<file path="config.mk">
export PLATFORM = sky130hd
export DESIGN_NAME = swlm_port
export DESIGN_NICKNAME = d
export VERILOG_FILES = /design/src/core/swlm_pkg.sv /design/src/core/swlm_spi_byte.sv /design/src/core/swlm_port.sv
export SDC_FILE = /design/constraint.sdc
export NUM_CORES = 1
export LEC_CHECK = 0
export BUFFER_PORTS_ARGS = -buffer_cell sky130_fd_sc_hd__clkbuf_2
export CORE_ASPECT_RATIO = 1.1
export CORE_MARGIN = 10
export CORE_UTILIZATION = 45
export CTS_BUF_LIST = sky130_fd_sc_hd__clkbuf_4 sky130_fd_sc_hd__clkbuf_8
export DETAILED_ROUTE_END_ITERATION = 10
export PLACE_DENSITY = 0.58
export SETUP_SLACK_MARGIN = 0.4
export SYNTH_ARGS = -nofsm -noshare
export SYNTH_HDL_FRONTEND = slang
export SYNTH_SLANG_ARGS = --single-unit
</file>
<file path="constraint.sdc">
create_clock -name clk -period 2.7 [get_ports clk]
set_input_delay 0.135 -clock clk [delete_from_list [all_inputs] [get_ports clk]]
set_output_delay 0.135 -clock clk [all_outputs]
set_load 0.01 [all_outputs]
</file>
<file path="src/core/swlm_pkg.sv">
package swlm_pkg;

  localparam int unsigned CLK_PERIOD_NS = 8;
  // outbound reset pulse after a watchdog expiry or power-on
  localparam int unsigned RST_HOLD_NS   = 1000;
  localparam int unsigned RST_HOLD_CYC  =
    (RST_HOLD_NS + CLK_PERIOD_NS - 1) / CLK_PERIOD_NS;
  // watchdog time base
  localparam int unsigned MS_NS         = 1000000;
  localparam int unsigned MS_CYC        = MS_NS / CLK_PERIOD_NS;
  localparam logic [7:0]  WD_DEFAULT_MS = 8'h40;

  localparam logic [7:0]  CTRL_RESET    = 8'h00;
  localparam logic [3:0]  SPI_BITS      = 4'h8;
  localparam logic [3:0]  SPI_CNT_SAT   = 4'h9;

  localparam logic [1:0]  MODE_SLEEP    = 2'h0;
  localparam logic [1:0]  MODE_STOP     = 2'h1;
  localparam logic [1:0]  MODE_WD_CLEAR = 2'h2;
  localparam logic [1:0]  MODE_RUN      = 2'h3;

  localparam logic [1:0]  SLEW_20K      = 2'h0;
  localparam logic [1:0]  SLEW_10K      = 2'h1;
  localparam logic [1:0]  SLEW_100K     = 2'h2;
  localparam logic [1:0]  SLEW_LP_REQ   = 2'h3;

  // control byte, D7 down to D0
  typedef struct packed {
    logic [1:0] lin_slew_select;
    logic       bus_pullup_release;
    logic       switch3_enable;
    logic       switch2_enable;
    logic       switch1_enable;
    logic [1:0] operating_state_select;
  } swlm_ctrl_t;

  // raw condition lines from the analog sensors
  typedef struct packed {
    logic [2:0] switch_overtemp;
    logic       overvoltage;
    logic       undervoltage;
    logic       battery_loss;
    logic       regulator_thermal;
    logic       bus_fault;
    logic       bus_wake;
  } swlm_analog_t;

  typedef enum logic [2:0] {
    ST_RUN   = 3'b001,
    ST_SLEEP = 3'b010,
    ST_STOP  = 3'b100
  } swlm_op_t;

endpackage : swlm_pkg

</file>
<file path="src/core/swlm_spi_byte.sv">
`timescale 1ns/100ps
module swlm_spi_byte (
  input  wire logic       clk,
  input  wire logic       arst_n,
  input  wire logic       sclk,
  input  wire logic       mosi,
  input  wire logic       cs_n,
  input  wire logic [7:0] tx_byte,
  output logic            miso,
  output logic [7:0]      rx_byte,
  output logic            rx_valid
);
  import swlm_pkg::*;

  typedef struct packed {
    logic [1:0] sck_s;
    logic [1:0] mosi_s;
    logic [1:0] cs_s;
    logic       sck_d;
    logic       cs_d;
    logic [3:0] cnt;
    logic [7:0] sh_in;
    logic [7:0] sh_out;
    logic [7:0] rx;
    logic       vld;
  } swlm_spi_state_t;

  swlm_spi_state_t s_reg;
  swlm_spi_state_t s_next;

  logic sel;
  logic sck_rise;
  logic sck_fall;

  assign sel      = ~s_reg.cs_s[1];
  assign sck_rise = s_reg.sck_s[1] & ~s_reg.sck_d;
  assign sck_fall = ~s_reg.sck_s[1] & s_reg.sck_d;

  always_comb begin
    s_next        = s_reg;
    s_next.vld    = 1'b0;
    s_next.sck_s  = {s_reg.sck_s[0], sclk};
    s_next.mosi_s = {s_reg.mosi_s[0], mosi};
    s_next.cs_s   = {s_reg.cs_s[0], cs_n};
    s_next.sck_d  = s_reg.sck_s[1];
    s_next.cs_d   = s_reg.cs_s[1];
    // status byte is captured at select, shifted out msb first
    if (s_reg.cs_d & ~s_reg.cs_s[1]) begin
      s_next.sh_out = tx_byte;
      s_next.cnt    = 4'h0;
    end else if (sel & sck_rise) begin
      s_next.sh_in = {s_reg.sh_in[6:0], s_reg.mosi_s[1]};
      if (s_reg.cnt != SPI_CNT_SAT) begin
        s_next.cnt = s_reg.cnt + 4'h1;
      end
    end else if (sel & sck_fall) begin
      s_next.sh_out = {s_reg.sh_out[6:0], 1'b0};
    end
    // only a whole byte counts as a transfer
    if (~s_reg.cs_d & s_reg.cs_s[1] & (s_reg.cnt == SPI_BITS)) begin
      s_next.rx  = s_reg.sh_in;
      s_next.vld = 1'b1;
    end
  end

  always_ff @(posedge clk or negedge arst_n) begin
    if (!arst_n) begin
      s_reg      <= '0;
      // select is idle high, so no false deselect edge follows reset
      s_reg.cs_s <= 2'b11;
      s_reg.cs_d <= 1'b1;
    end else begin
      s_reg <= s_next;
    end
  end

  assign miso     = s_reg.sh_out[7];
  assign rx_byte  = s_reg.rx;
  assign rx_valid = s_reg.vld;

endmodule : swlm_spi_byte

</file>
<file path="src/core/swlm_port.sv">
`timescale 1ns/100ps
module swlm_port #(
  parameter int unsigned TICK_CYC      = swlm_pkg::MS_CYC,
  parameter logic [7:0]  WD_DEFAULT_MS = swlm_pkg::WD_DEFAULT_MS
) (
  input  wire logic                   clk,
  input  wire logic                   arst_n,
  input  wire logic                   spi_sclk,
  input  wire logic                   spi_mosi,
  input  wire logic                   spi_cs_n,
  output logic                        spi_miso,
  input  wire logic                   direct_pulse_input,
  input  wire logic                   wake_input_a,
  input  wire logic                   wake_input_b,
  input  wire swlm_pkg::swlm_analog_t analog_in,
  input  wire logic                   wd_pin_grounded,
  input  wire logic                   wd_pin_open,
  input  wire logic [7:0]             wd_period_ms,
  input  wire logic                   lin_rx_in,
  output logic                        lin_rxd_out,
  output logic                        switch_out_a,
  output logic                        switch_out_b,
  output logic                        switch_out_c,
  output logic [1:0]                  lin_slew_select,
  output logic                        pullup_connect,
  output logic                        pullup_current_en,
  output logic                        sleep_mode,
  output logic                        stop_mode,
  output logic                        irq_n,
  output logic                        rst_o,
  output logic                        rst_oe
);
  import swlm_pkg::*;

  typedef struct packed {
    logic [1:0]   pwm_s;
    logic [1:0]   wa_s;
    logic [1:0]   wb_s;
    logic [1:0]   lin_s;
    logic [1:0]   cfg_g_s;
    logic [1:0]   cfg_o_s;
    logic [7:0]   per_s0;
    logic [7:0]   per_s1;
    swlm_analog_t an_s0;
    swlm_analog_t an_s1;
    logic         wa_d;
    logic         wb_d;
    swlm_ctrl_t   ctrl;
    swlm_op_t     op;
    logic [1:0]   pend_mode;
    logic         pend_valid;
    logic         sw_th;
    logic         bus_wk;
    logic         bus_flt;
    logic         ov;
    logic         uv;
    logic         bf;
    logic         reg_th;
    logic         wake_ev;
    logic         first_rd;
    logic [16:0]  tick_cnt;
    logic [7:0]   wd_ms;
    logic [7:0]   rst_cnt;
    logic         rst_act;
    logic         sw_a;
    logic         sw_b;
    logic         sw_c;
    logic         rxd;
    logic         irq;
    logic         pu_rel;
  } swlm_state_t;

  swlm_state_t s;
  swlm_state_t n;

  logic [7:0] rx_byte;
  logic       rx_valid;
  logic [7:0] status_byte;
  swlm_ctrl_t rx_ctrl;
  logic       rd_done;
  logic       in_run;
  logic       any_flag;
  logic       wake_edge;
  logic       wd_run;
  logic       wd_clear;
  logic [7:0] wd_period;
  logic       wd_expire;
  logic       sw_off;

  function automatic logic is_lp_cmd(input logic [1:0] m);
    return (m == MODE_SLEEP) || (m == MODE_STOP);
  endfunction : is_lp_cmd

  swlm_spi_byte u_spi (
    .clk      (clk),
    .arst_n   (arst_n),
    .sclk     (spi_sclk),
    .mosi     (spi_mosi),
    .cs_n     (spi_cs_n),
    .tx_byte  (status_byte),
    .miso     (spi_miso),
    .rx_byte  (rx_byte),
    .rx_valid (rx_valid)
  );

  assign rx_ctrl   = swlm_ctrl_t'(rx_byte);
  assign rd_done   = rx_valid;
  assign in_run    = (s.op == ST_RUN);
  assign any_flag  = s.sw_th | s.bus_wk | s.bus_flt | s.ov | s.uv
                   | s.bf | s.reg_th | s.wake_ev;
  assign wake_edge = (s.wa_s[1] ^ s.wa_d) | (s.wb_s[1] ^ s.wb_d);

  // readback byte; wake levels only meaningful in run
  assign status_byte = {any_flag,
                        s.bus_wk | s.bus_flt,
                        s.ov,
                        s.first_rd ? s.bf : s.uv,
                        s.reg_th,
                        s.sw_th,
                        in_run & s.wb_s[1],
                        in_run & s.wa_s[1]};

  // watchdog runs only in run, outside reset, pin not grounded
  assign wd_run    = in_run & ~s.rst_act & ~s.cfg_g_s[1];
  assign wd_clear  = rd_done
                   & (rx_ctrl.operating_state_select == MODE_WD_CLEAR);
  assign wd_period = s.cfg_o_s[1] ? WD_DEFAULT_MS : s.per_s1;
  assign wd_expire = wd_run & ~wd_clear & (s.wd_ms >= wd_period);

  assign sw_off = s.sw_th | ~in_run;

  always_comb begin
    n         = s;
    n.pwm_s   = {s.pwm_s[0], direct_pulse_input};
    n.wa_s    = {s.wa_s[0], wake_input_a};
    n.wb_s    = {s.wb_s[0], wake_input_b};
    n.lin_s   = {s.lin_s[0], lin_rx_in};
    n.cfg_g_s = {s.cfg_g_s[0], wd_pin_grounded};
    n.cfg_o_s = {s.cfg_o_s[0], wd_pin_open};
    n.per_s0  = wd_period_ms;
    n.per_s1  = s.per_s0;
    n.an_s0   = analog_in;
    n.an_s1   = s.an_s0;
    n.wa_d    = s.wa_s[1];
    n.wb_d    = s.wb_s[1];

    // sticky flags cleared by a completed read; a new event wins
    n.sw_th   = (s.sw_th & ~rd_done) | (|s.an_s1.switch_overtemp);
    n.bus_wk  = (s.bus_wk & ~rd_done) | s.an_s1.bus_wake;
    n.bus_flt = (s.bus_flt & ~rd_done) | s.an_s1.bus_fault;
    n.ov      = (s.ov & ~rd_done) | s.an_s1.overvoltage;
    n.uv      = (s.uv & ~rd_done) | s.an_s1.undervoltage;
    n.bf      = (s.bf & ~rd_done) | s.an_s1.battery_loss;
    n.reg_th  = (s.reg_th & ~rd_done) | s.an_s1.regulator_thermal;
    n.wake_ev = (s.wake_ev & ~rd_done) | (wake_edge & ~in_run);
    if (rd_done) begin
      n.first_rd = 1'b0;
    end

    // every transfer also writes the control byte, unless a watchdog expiry falls in the same cycle
    if (rd_done) begin
      n.ctrl = rx_ctrl;
      if (is_lp_cmd(rx_ctrl.operating_state_select)) begin
        if (s.pend_valid && in_run &&
            (s.pend_mode == rx_ctrl.operating_state_select)) begin
          // second identical command: enter low power
          n.op = (rx_ctrl.operating_state_select == MODE_SLEEP)
               ? ST_SLEEP : ST_STOP;
          n.pend_valid = 1'b0;
        end else begin
          n.pend_valid = 1'b1;
          n.pend_mode  = rx_ctrl.operating_state_select;
        end
      end else begin
        n.pend_valid = 1'b0;
      end
    end

    unique case (s.op)
      ST_RUN: begin
      end
      ST_SLEEP, ST_STOP: begin
        if (wake_edge) begin
          n.op         = ST_RUN;
          n.pend_valid = 1'b0;
        end
      end
      default: begin
        n.op = ST_RUN;
      end
    endcase

    // watchdog time base in milliseconds
    if (!wd_run || wd_clear) begin
      n.tick_cnt = 17'h00000;
      n.wd_ms    = 8'h00;
    end else if (s.tick_cnt == 17'(TICK_CYC - 1)) begin
      n.tick_cnt = 17'h00000;
      if (s.wd_ms != 8'hFF) begin
        n.wd_ms = s.wd_ms + 8'h01;
      end
    end else begin
      n.tick_cnt = s.tick_cnt + 17'h00001;
    end

    if (s.rst_cnt != 8'h00) begin
      n.rst_cnt = s.rst_cnt - 8'h01;
    end

    // ordinary reset: control byte but the pull-up release bit, mode, watchdog; flags kept
    if (wd_expire) begin
      n.ctrl = swlm_ctrl_t'(CTRL_RESET);
      n.ctrl.bus_pullup_release = s.ctrl.bus_pullup_release;
      n.op         = ST_RUN;
      n.pend_valid = 1'b0;
      n.first_rd   = 1'b1;
      n.tick_cnt   = 17'h00000;
      n.wd_ms      = 8'h00;
      n.rst_cnt    = RST_HOLD_CYC[7:0];
    end
    n.rst_act = (s.rst_cnt != 8'h00);

    n.sw_a = s.ctrl.switch1_enable & s.pwm_s[1] & ~sw_off;
    n.sw_b = s.ctrl.switch2_enable & s.pwm_s[1] & ~sw_off;
    n.sw_c = s.ctrl.switch3_enable & ~sw_off;
    n.rxd    = s.lin_s[1];
    n.irq    = any_flag;
    n.pu_rel = ~in_run & s.ctrl.bus_pullup_release;
  end

  always_ff @(posedge clk or negedge arst_n) begin
    if (!arst_n) begin
      s          <= '0;
      s.op       <= ST_RUN;
      s.first_rd <= 1'b1;
      s.rst_cnt  <= RST_HOLD_CYC[7:0];
      s.rst_act  <= 1'b1;
    end else begin
      s <= n;
    end
  end

  assign switch_out_a      = s.sw_a;
  assign switch_out_b      = s.sw_b;
  assign switch_out_c      = s.sw_c;
  assign lin_rxd_out       = s.rxd;
  assign lin_slew_select   = s.ctrl.lin_slew_select;
  assign pullup_connect    = ~s.pu_rel;
  assign pullup_current_en = s.pu_rel;
  assign sleep_mode        = (s.op == ST_SLEEP);
  assign stop_mode         = (s.op == ST_STOP);
  assign irq_n             = ~s.irq;
  assign rst_o             = 1'b0;
  assign rst_oe            = s.rst_act;
endmodule : swlm_port

</file>
-- Word-level counts from Yosys, hierarchy flattened
Index checks and enable logic that the tools add are counted.
- bits of input ports: 28
- bits in registers: 146
- word-level logic and storage cells: 192
- output and inout bits: 14
- equality and inequality tests: 11
- magnitude comparators: 1
- reduce and logical (&&, ||, !) cells: 22
- $add $sub $neg: 4
- bitwise gates (word level): 64
- muxes and demuxes: 29
- operator list (kind ; count):
    two-way mux 8 bit ; 7
    two-way mux 34 bit ; 1
    AND 1 bit ; 29
    two-way mux 25 bit ; 1
    bitwise OR 1 bit ; 18
    adder 17 x 1 -> 17 bit, second input constant ; 1
    == test 17 bit, second input constant ; 1
    two-way mux 17 bit ; 1
    NOT 1 bit ; 15
    two-way mux 14 bit ; 1
    two-way mux 12 bit ; 1
    two-way mux 11 bit ; 1
    AND reduction 2 bit ; 5
    nonzero test 2 bit ; 5
    two-way mux 3 bit ; 3
    adder 8 x 1 -> 8 bit, second input constant ; 1
    greater-or-equal comparator 8 bit ; 1
    two-way mux 1 bit ; 8
    two-way mux 4 bit ; 2
    inequality test 8 bit, second input constant ; 1
    nonzero test 8 bit ; 1
    subtractor 8 x 1 -> 8 bit, second input constant ; 1
    one-hot mux 3 bit (2 select lines) ; 1
    nonzero test 3 bit ; 2
    20 further kinds ; 23

-- Depth between registers and ports, before layout
- depth in word-level cells: 9
- depth in mapped cells: 9
- gate-level depth less buffers: 7

-- Cells and area by module
Synthesis repeated with hierarchy kept, for this count alone.
- cells, all modules: 476
- area total of the unflattened synthesis: 5952.0 um2
- by module, submodules not included (module ; area an instance (um2) ; cells an instance ; times used ; sequential area each (um2)):
    swlm_port ; 4415.5 ; 359 ; 1 ; 2738.9
    swlm_spi_byte ; 1536.5 ; 117 ; 1 ; 929.6

-- Least setup slack after synthesis
Ideal clock, no wire load.
- kind: register to register
- start point: reg s[100] (netlist bit)
- end point: reg s[13] (netlist bit)
- required time: 2618 ps
- library setup time: 82 ps
- clock period less this slack: 2075 ps
- slack: 625 ps
- data arrival time: 1993 ps
- cell stages (with the launch flop): 9
- buffers on the path: 1
- cells stage by stage: dfrtp_1 nor2b_1 ha_1 nand2b_4 a2111o_1 a31oi_4 nor2_2 buf_6 a211o_1
- longest elaborated chain between the ends: 4
- elaborated cells between the ends (all ways): 5
- classes of those cells: order compare (1); mux (2); bitwise (1); reduce/logical (1)
- ends and longest elaborated chain (what ; line ; RTL):
    start, declared ; swlm_port.sv:73 ; swlm_state_t s;
    start signal, assigned ; swlm_port.sv:239 ; s <= n;
    two-way mux 8 bit (*) ; swlm_port.sv:127 ; assign wd_period = s.cfg_o_s[1] ? WD_DEFAULT_MS : s.per_s1;
    greater-or-equal comparator 8 bit (*) ; swlm_port.sv:128 ; assign wd_expire = wd_run & ~wd_clear & (s.wd_ms >= wd_period);
    AND 1 bit (*) ; swlm_port.sv:128 ;
    two-way mux 34 bit / nonzero test 2 bit (equally long branches) ; n/a ;
Mark *: on every way between the ends. The rest lies on a longest branch, timed or not.
A chain may end at the register's enable or synchronous reset.

-- Worst setup path after layout
- start point: reg s[100] (netlist bit)
- end point: reg s[60] (netlist bit)
- longest elaborated chain between the ends: 5
- ends and longest elaborated chain (what ; line):
    two-way mux 8 bit ; swlm_port.sv:127
    greater-or-equal comparator 8 bit ; swlm_port.sv:128
    AND 1 bit ; swlm_port.sv:128
    NOT 1 bit (no line) ; n/a
    AND reduction 2 bit (no line) ; n/a
No other way between the ends.

==> out/results.tsv <==
stage	metric	value	unit
sta	fin_setup_tns	0	ns
final_layout	area_delta_synth_final	18.8	%
final_layout	finalNetCount	595	
clock_network	cts_made_buffers	17	
sta	rsz0062_at_grt	no	
floorplanning	io_pins	42	
logic_synthesis	postSynthCellCount	471	
floorplanning	core-area	12500	um^2
global_route	grt_pass1_wl	17200	um
clock_network	htreeDepth	4	
clock_network	path_clk_slew	0.08	ns
power	max-vdd-ir-drop	493	uV
logic_synthesis	synth_edf_count	0	
power	power_density	680	nW/um^2
global_route	overflow	0	
clock_network	clockRootBuffer	clkbuf_8	
final_layout	diodes	0	
clock_network	cts_tree	built	
floorplanning	die_area	17700	um^2
logic_synthesis	seq_area_frac_synth	63.9	%
sta	period_minus_slack	2.18	ns
sta	clock_skew	0.0154	ns
logic_synthesis	synth_cell_types	56	
placement	io_buffers	40	
global_route	track_usage	11.8	%
hold_path	min_path_type	input pin to async pin	
drt	routedWlPerCell	13.7	um
logic_synthesis	synth_flop_cell	dfrtp_1	
logic_synthesis	syn_nets	513	
floorplanning	die_w	128	um
drt	via_per_inst	5.00	
run_status	status	finished, final reports clean	
floorplanning	rows	43	
placement	place_congestion	0.773	
sta	finalSetupViolCount	0	
clock_network	clock_sinks	146	
logic_synthesis	synth_seq_cells	146	
clock_network	clk_path_buf_depth	2	
worst_setup_path	crit_arrival	2.51	ns
logic_synthesis	async_flop_share	100	%
drt	ant_nets	0	
placement	dpl.hpwl	6740	um
logic_synthesis	synthTopCellsByArea	dfrtp_1, dfstp_2, nor2_1	
logic_synthesis	synth_commonest_cells	dfrtp_1, nor2_1, nand2_1	
power	power	4.64	mW
sta	hold_viol	0	
drt	drtIter0Drc	218	
drt	routed_wl	9930	um
worst_setup_path	cp-start-kind	flop	
logic_synthesis	synth.largest_area_cell	dfrtp_1	
worst_setup_path	crit_required	3.03	ns
logic_synthesis	synth.avg_cell_area	12.2	um^2
final_layout	final_layout_size_suffix_gt1_share	20.1	%
logic_synthesis	yosys_warnings	0	
run	maxCapViolCount	0	
drt	vias	3615	
worst_setup_path	worstSetupEndpointType	flop	
sta	slew_headroom	57.0	%
final_layout	final_area	6820	um^2
placement	place_ws	0.388	ns
logic_synthesis	yosysMostFrequentCell	dfrtp_1	
floorplanning	die_height	139	um
sta	worst_slack	0.523	ns
sta	fin_crit_sh	80.6	%
clock_network	clk_latency	0.44	ns
global_route	grt_pass1_vias	3579	
drt	drtPass1Iterations	4	
logic_synthesis	synth_top_area_share	58.4	%
drt	drc	0	
sta	fmax	459	MHz
sta	whs	0.268	ns
logic_synthesis	syn_area	5750	um^2
sta	slew_viol_final	0	
worst_setup_path	worstSetupPathType	flop to flop	
final_layout	num-fill-cells	1088	
placement	placedInstanceArea	6110	um^2
power	power_leakage	3.00	nW
sta	worst_pin_slew	0.645	ns
final_layout	largest_reg_flops	75	
global_route	grt_start_max_net_pins	73	
global_route	antenna_found_initial	0	
floorplanning	initial_core_util	45.8	%
worst_setup_path	cp_max_fo	8	
## routing by layer
metal | up-vias | track usage (%) | share of wire, %
met1 | 1764 | 15.4 | 48
met3 | 18 | 3.94 | 4.9
met2 | 62 | 17.2 | 45
met4 | 0 | 5.99 | 2.1
met5 | - | 0 | 0
li1 | 1771 | - | -
## critical path: stages (launching register included)
cell and delay (ns):
dfrtp_2 0.44, nor2b_1 0.12, ha_1 0.23, nand2b_4 0.13, a2111o_1 0.46, a31oi_4 0.15, buf_4 0.19, o21ai_1 0.07
mux2_2 0.28
## power breakdown
part / total (mW) / switching (mW) / internal (mW)
sequential: 2.49 / 0.113 / 2.38
clock: 1.74 / 0.792 / 0.946
combinational: 0.406 / 0.199 / 0.207
## path summary, 6_finish.rpt
kind	start	end	slack, ns	cells after the start
min reg2reg	n[70]	s[70]	0.34	0
min in group clk	spi_cs_n	u_spi.s_next[32]	0.33	2
max reg2reg	s[100]	s[60]	0.52	8
min	arst_n	switch_out_a	0.27	2
max in group asynchronous	arst_n	s[7]	1.58	3
max	s[100]	s[60]	0.52	8
## cell type report
type / instances / area, um^2 / share of cell area (%)
clock buffers: 20 / 256 / 3.76
clock inverters: 12 / 156 / 2.29
inverters: 16 / 60.1 / 0.880
multi-input cells: 295 / 1930 / 28.3
flip-flops and latches: 146 / 3670 / 53.8
well taps: 157 / 196 / 2.88
repair buffers: 77 / 552 / 8.09
## cells by family after synthesis
family | share of synthesized area [%]
xor gates and xnor gates | 3.66
buffers and inverters | 2.63
muxes | 4.20
AOI/OAI and AO/OA | 6.14
other | 0.0653
adders and majority gates | 3.05
DFF | 63.9
and+or+nand+nor | 16.4
## timing repair
action / CTS / global route
gates resized for setup: 1 / 2
endpoints found under the hold margin: 95 / 0
cloned: 0 / 0
setup endpoints to repair: 1 / 16
setup buffers: 0 / 3
hold buffers: 27 / 0
pin swaps: 0 / 1
## metrics by stage
step | instances | utilization (%)
finish | 723 | 54.4
global placement | 661 | 48.7
detailed placement | 661 | 48.7
global route | 723 | 54.4
CTS | 720 | 54.2
floorplan | 471 | -
## cell usage in the layout, fill, tap and decap left out, types with 3 or more instances in the layout
cell and count:
xor2_1 7, clkbuf_2 39, nand4_1 4, a21o_1 7
clkbuf_4 3, dlygate4sd3_1 27, clkbuf_8 17, a211o_1 3
nand2b_1 13, nand2_1 44, inv_1 15, bufinv_16 3
nor2_1 52, a21oi_1 9, dfrtp_1 133, buf_4 10
and3_1 3, or3_1 4, and2_1 4, nor3_1 8
nand3_1 14, ha_1 14, nor2b_1 5, mux2_2 9
dfstp_2 12, nor4_1 6, o21ai_0 18, nor3b_1 4
mux2i_1 14, or4_1 3, clkinvlp_4 4, xnor2_1 17
Power figures use the tool's default switching activity.
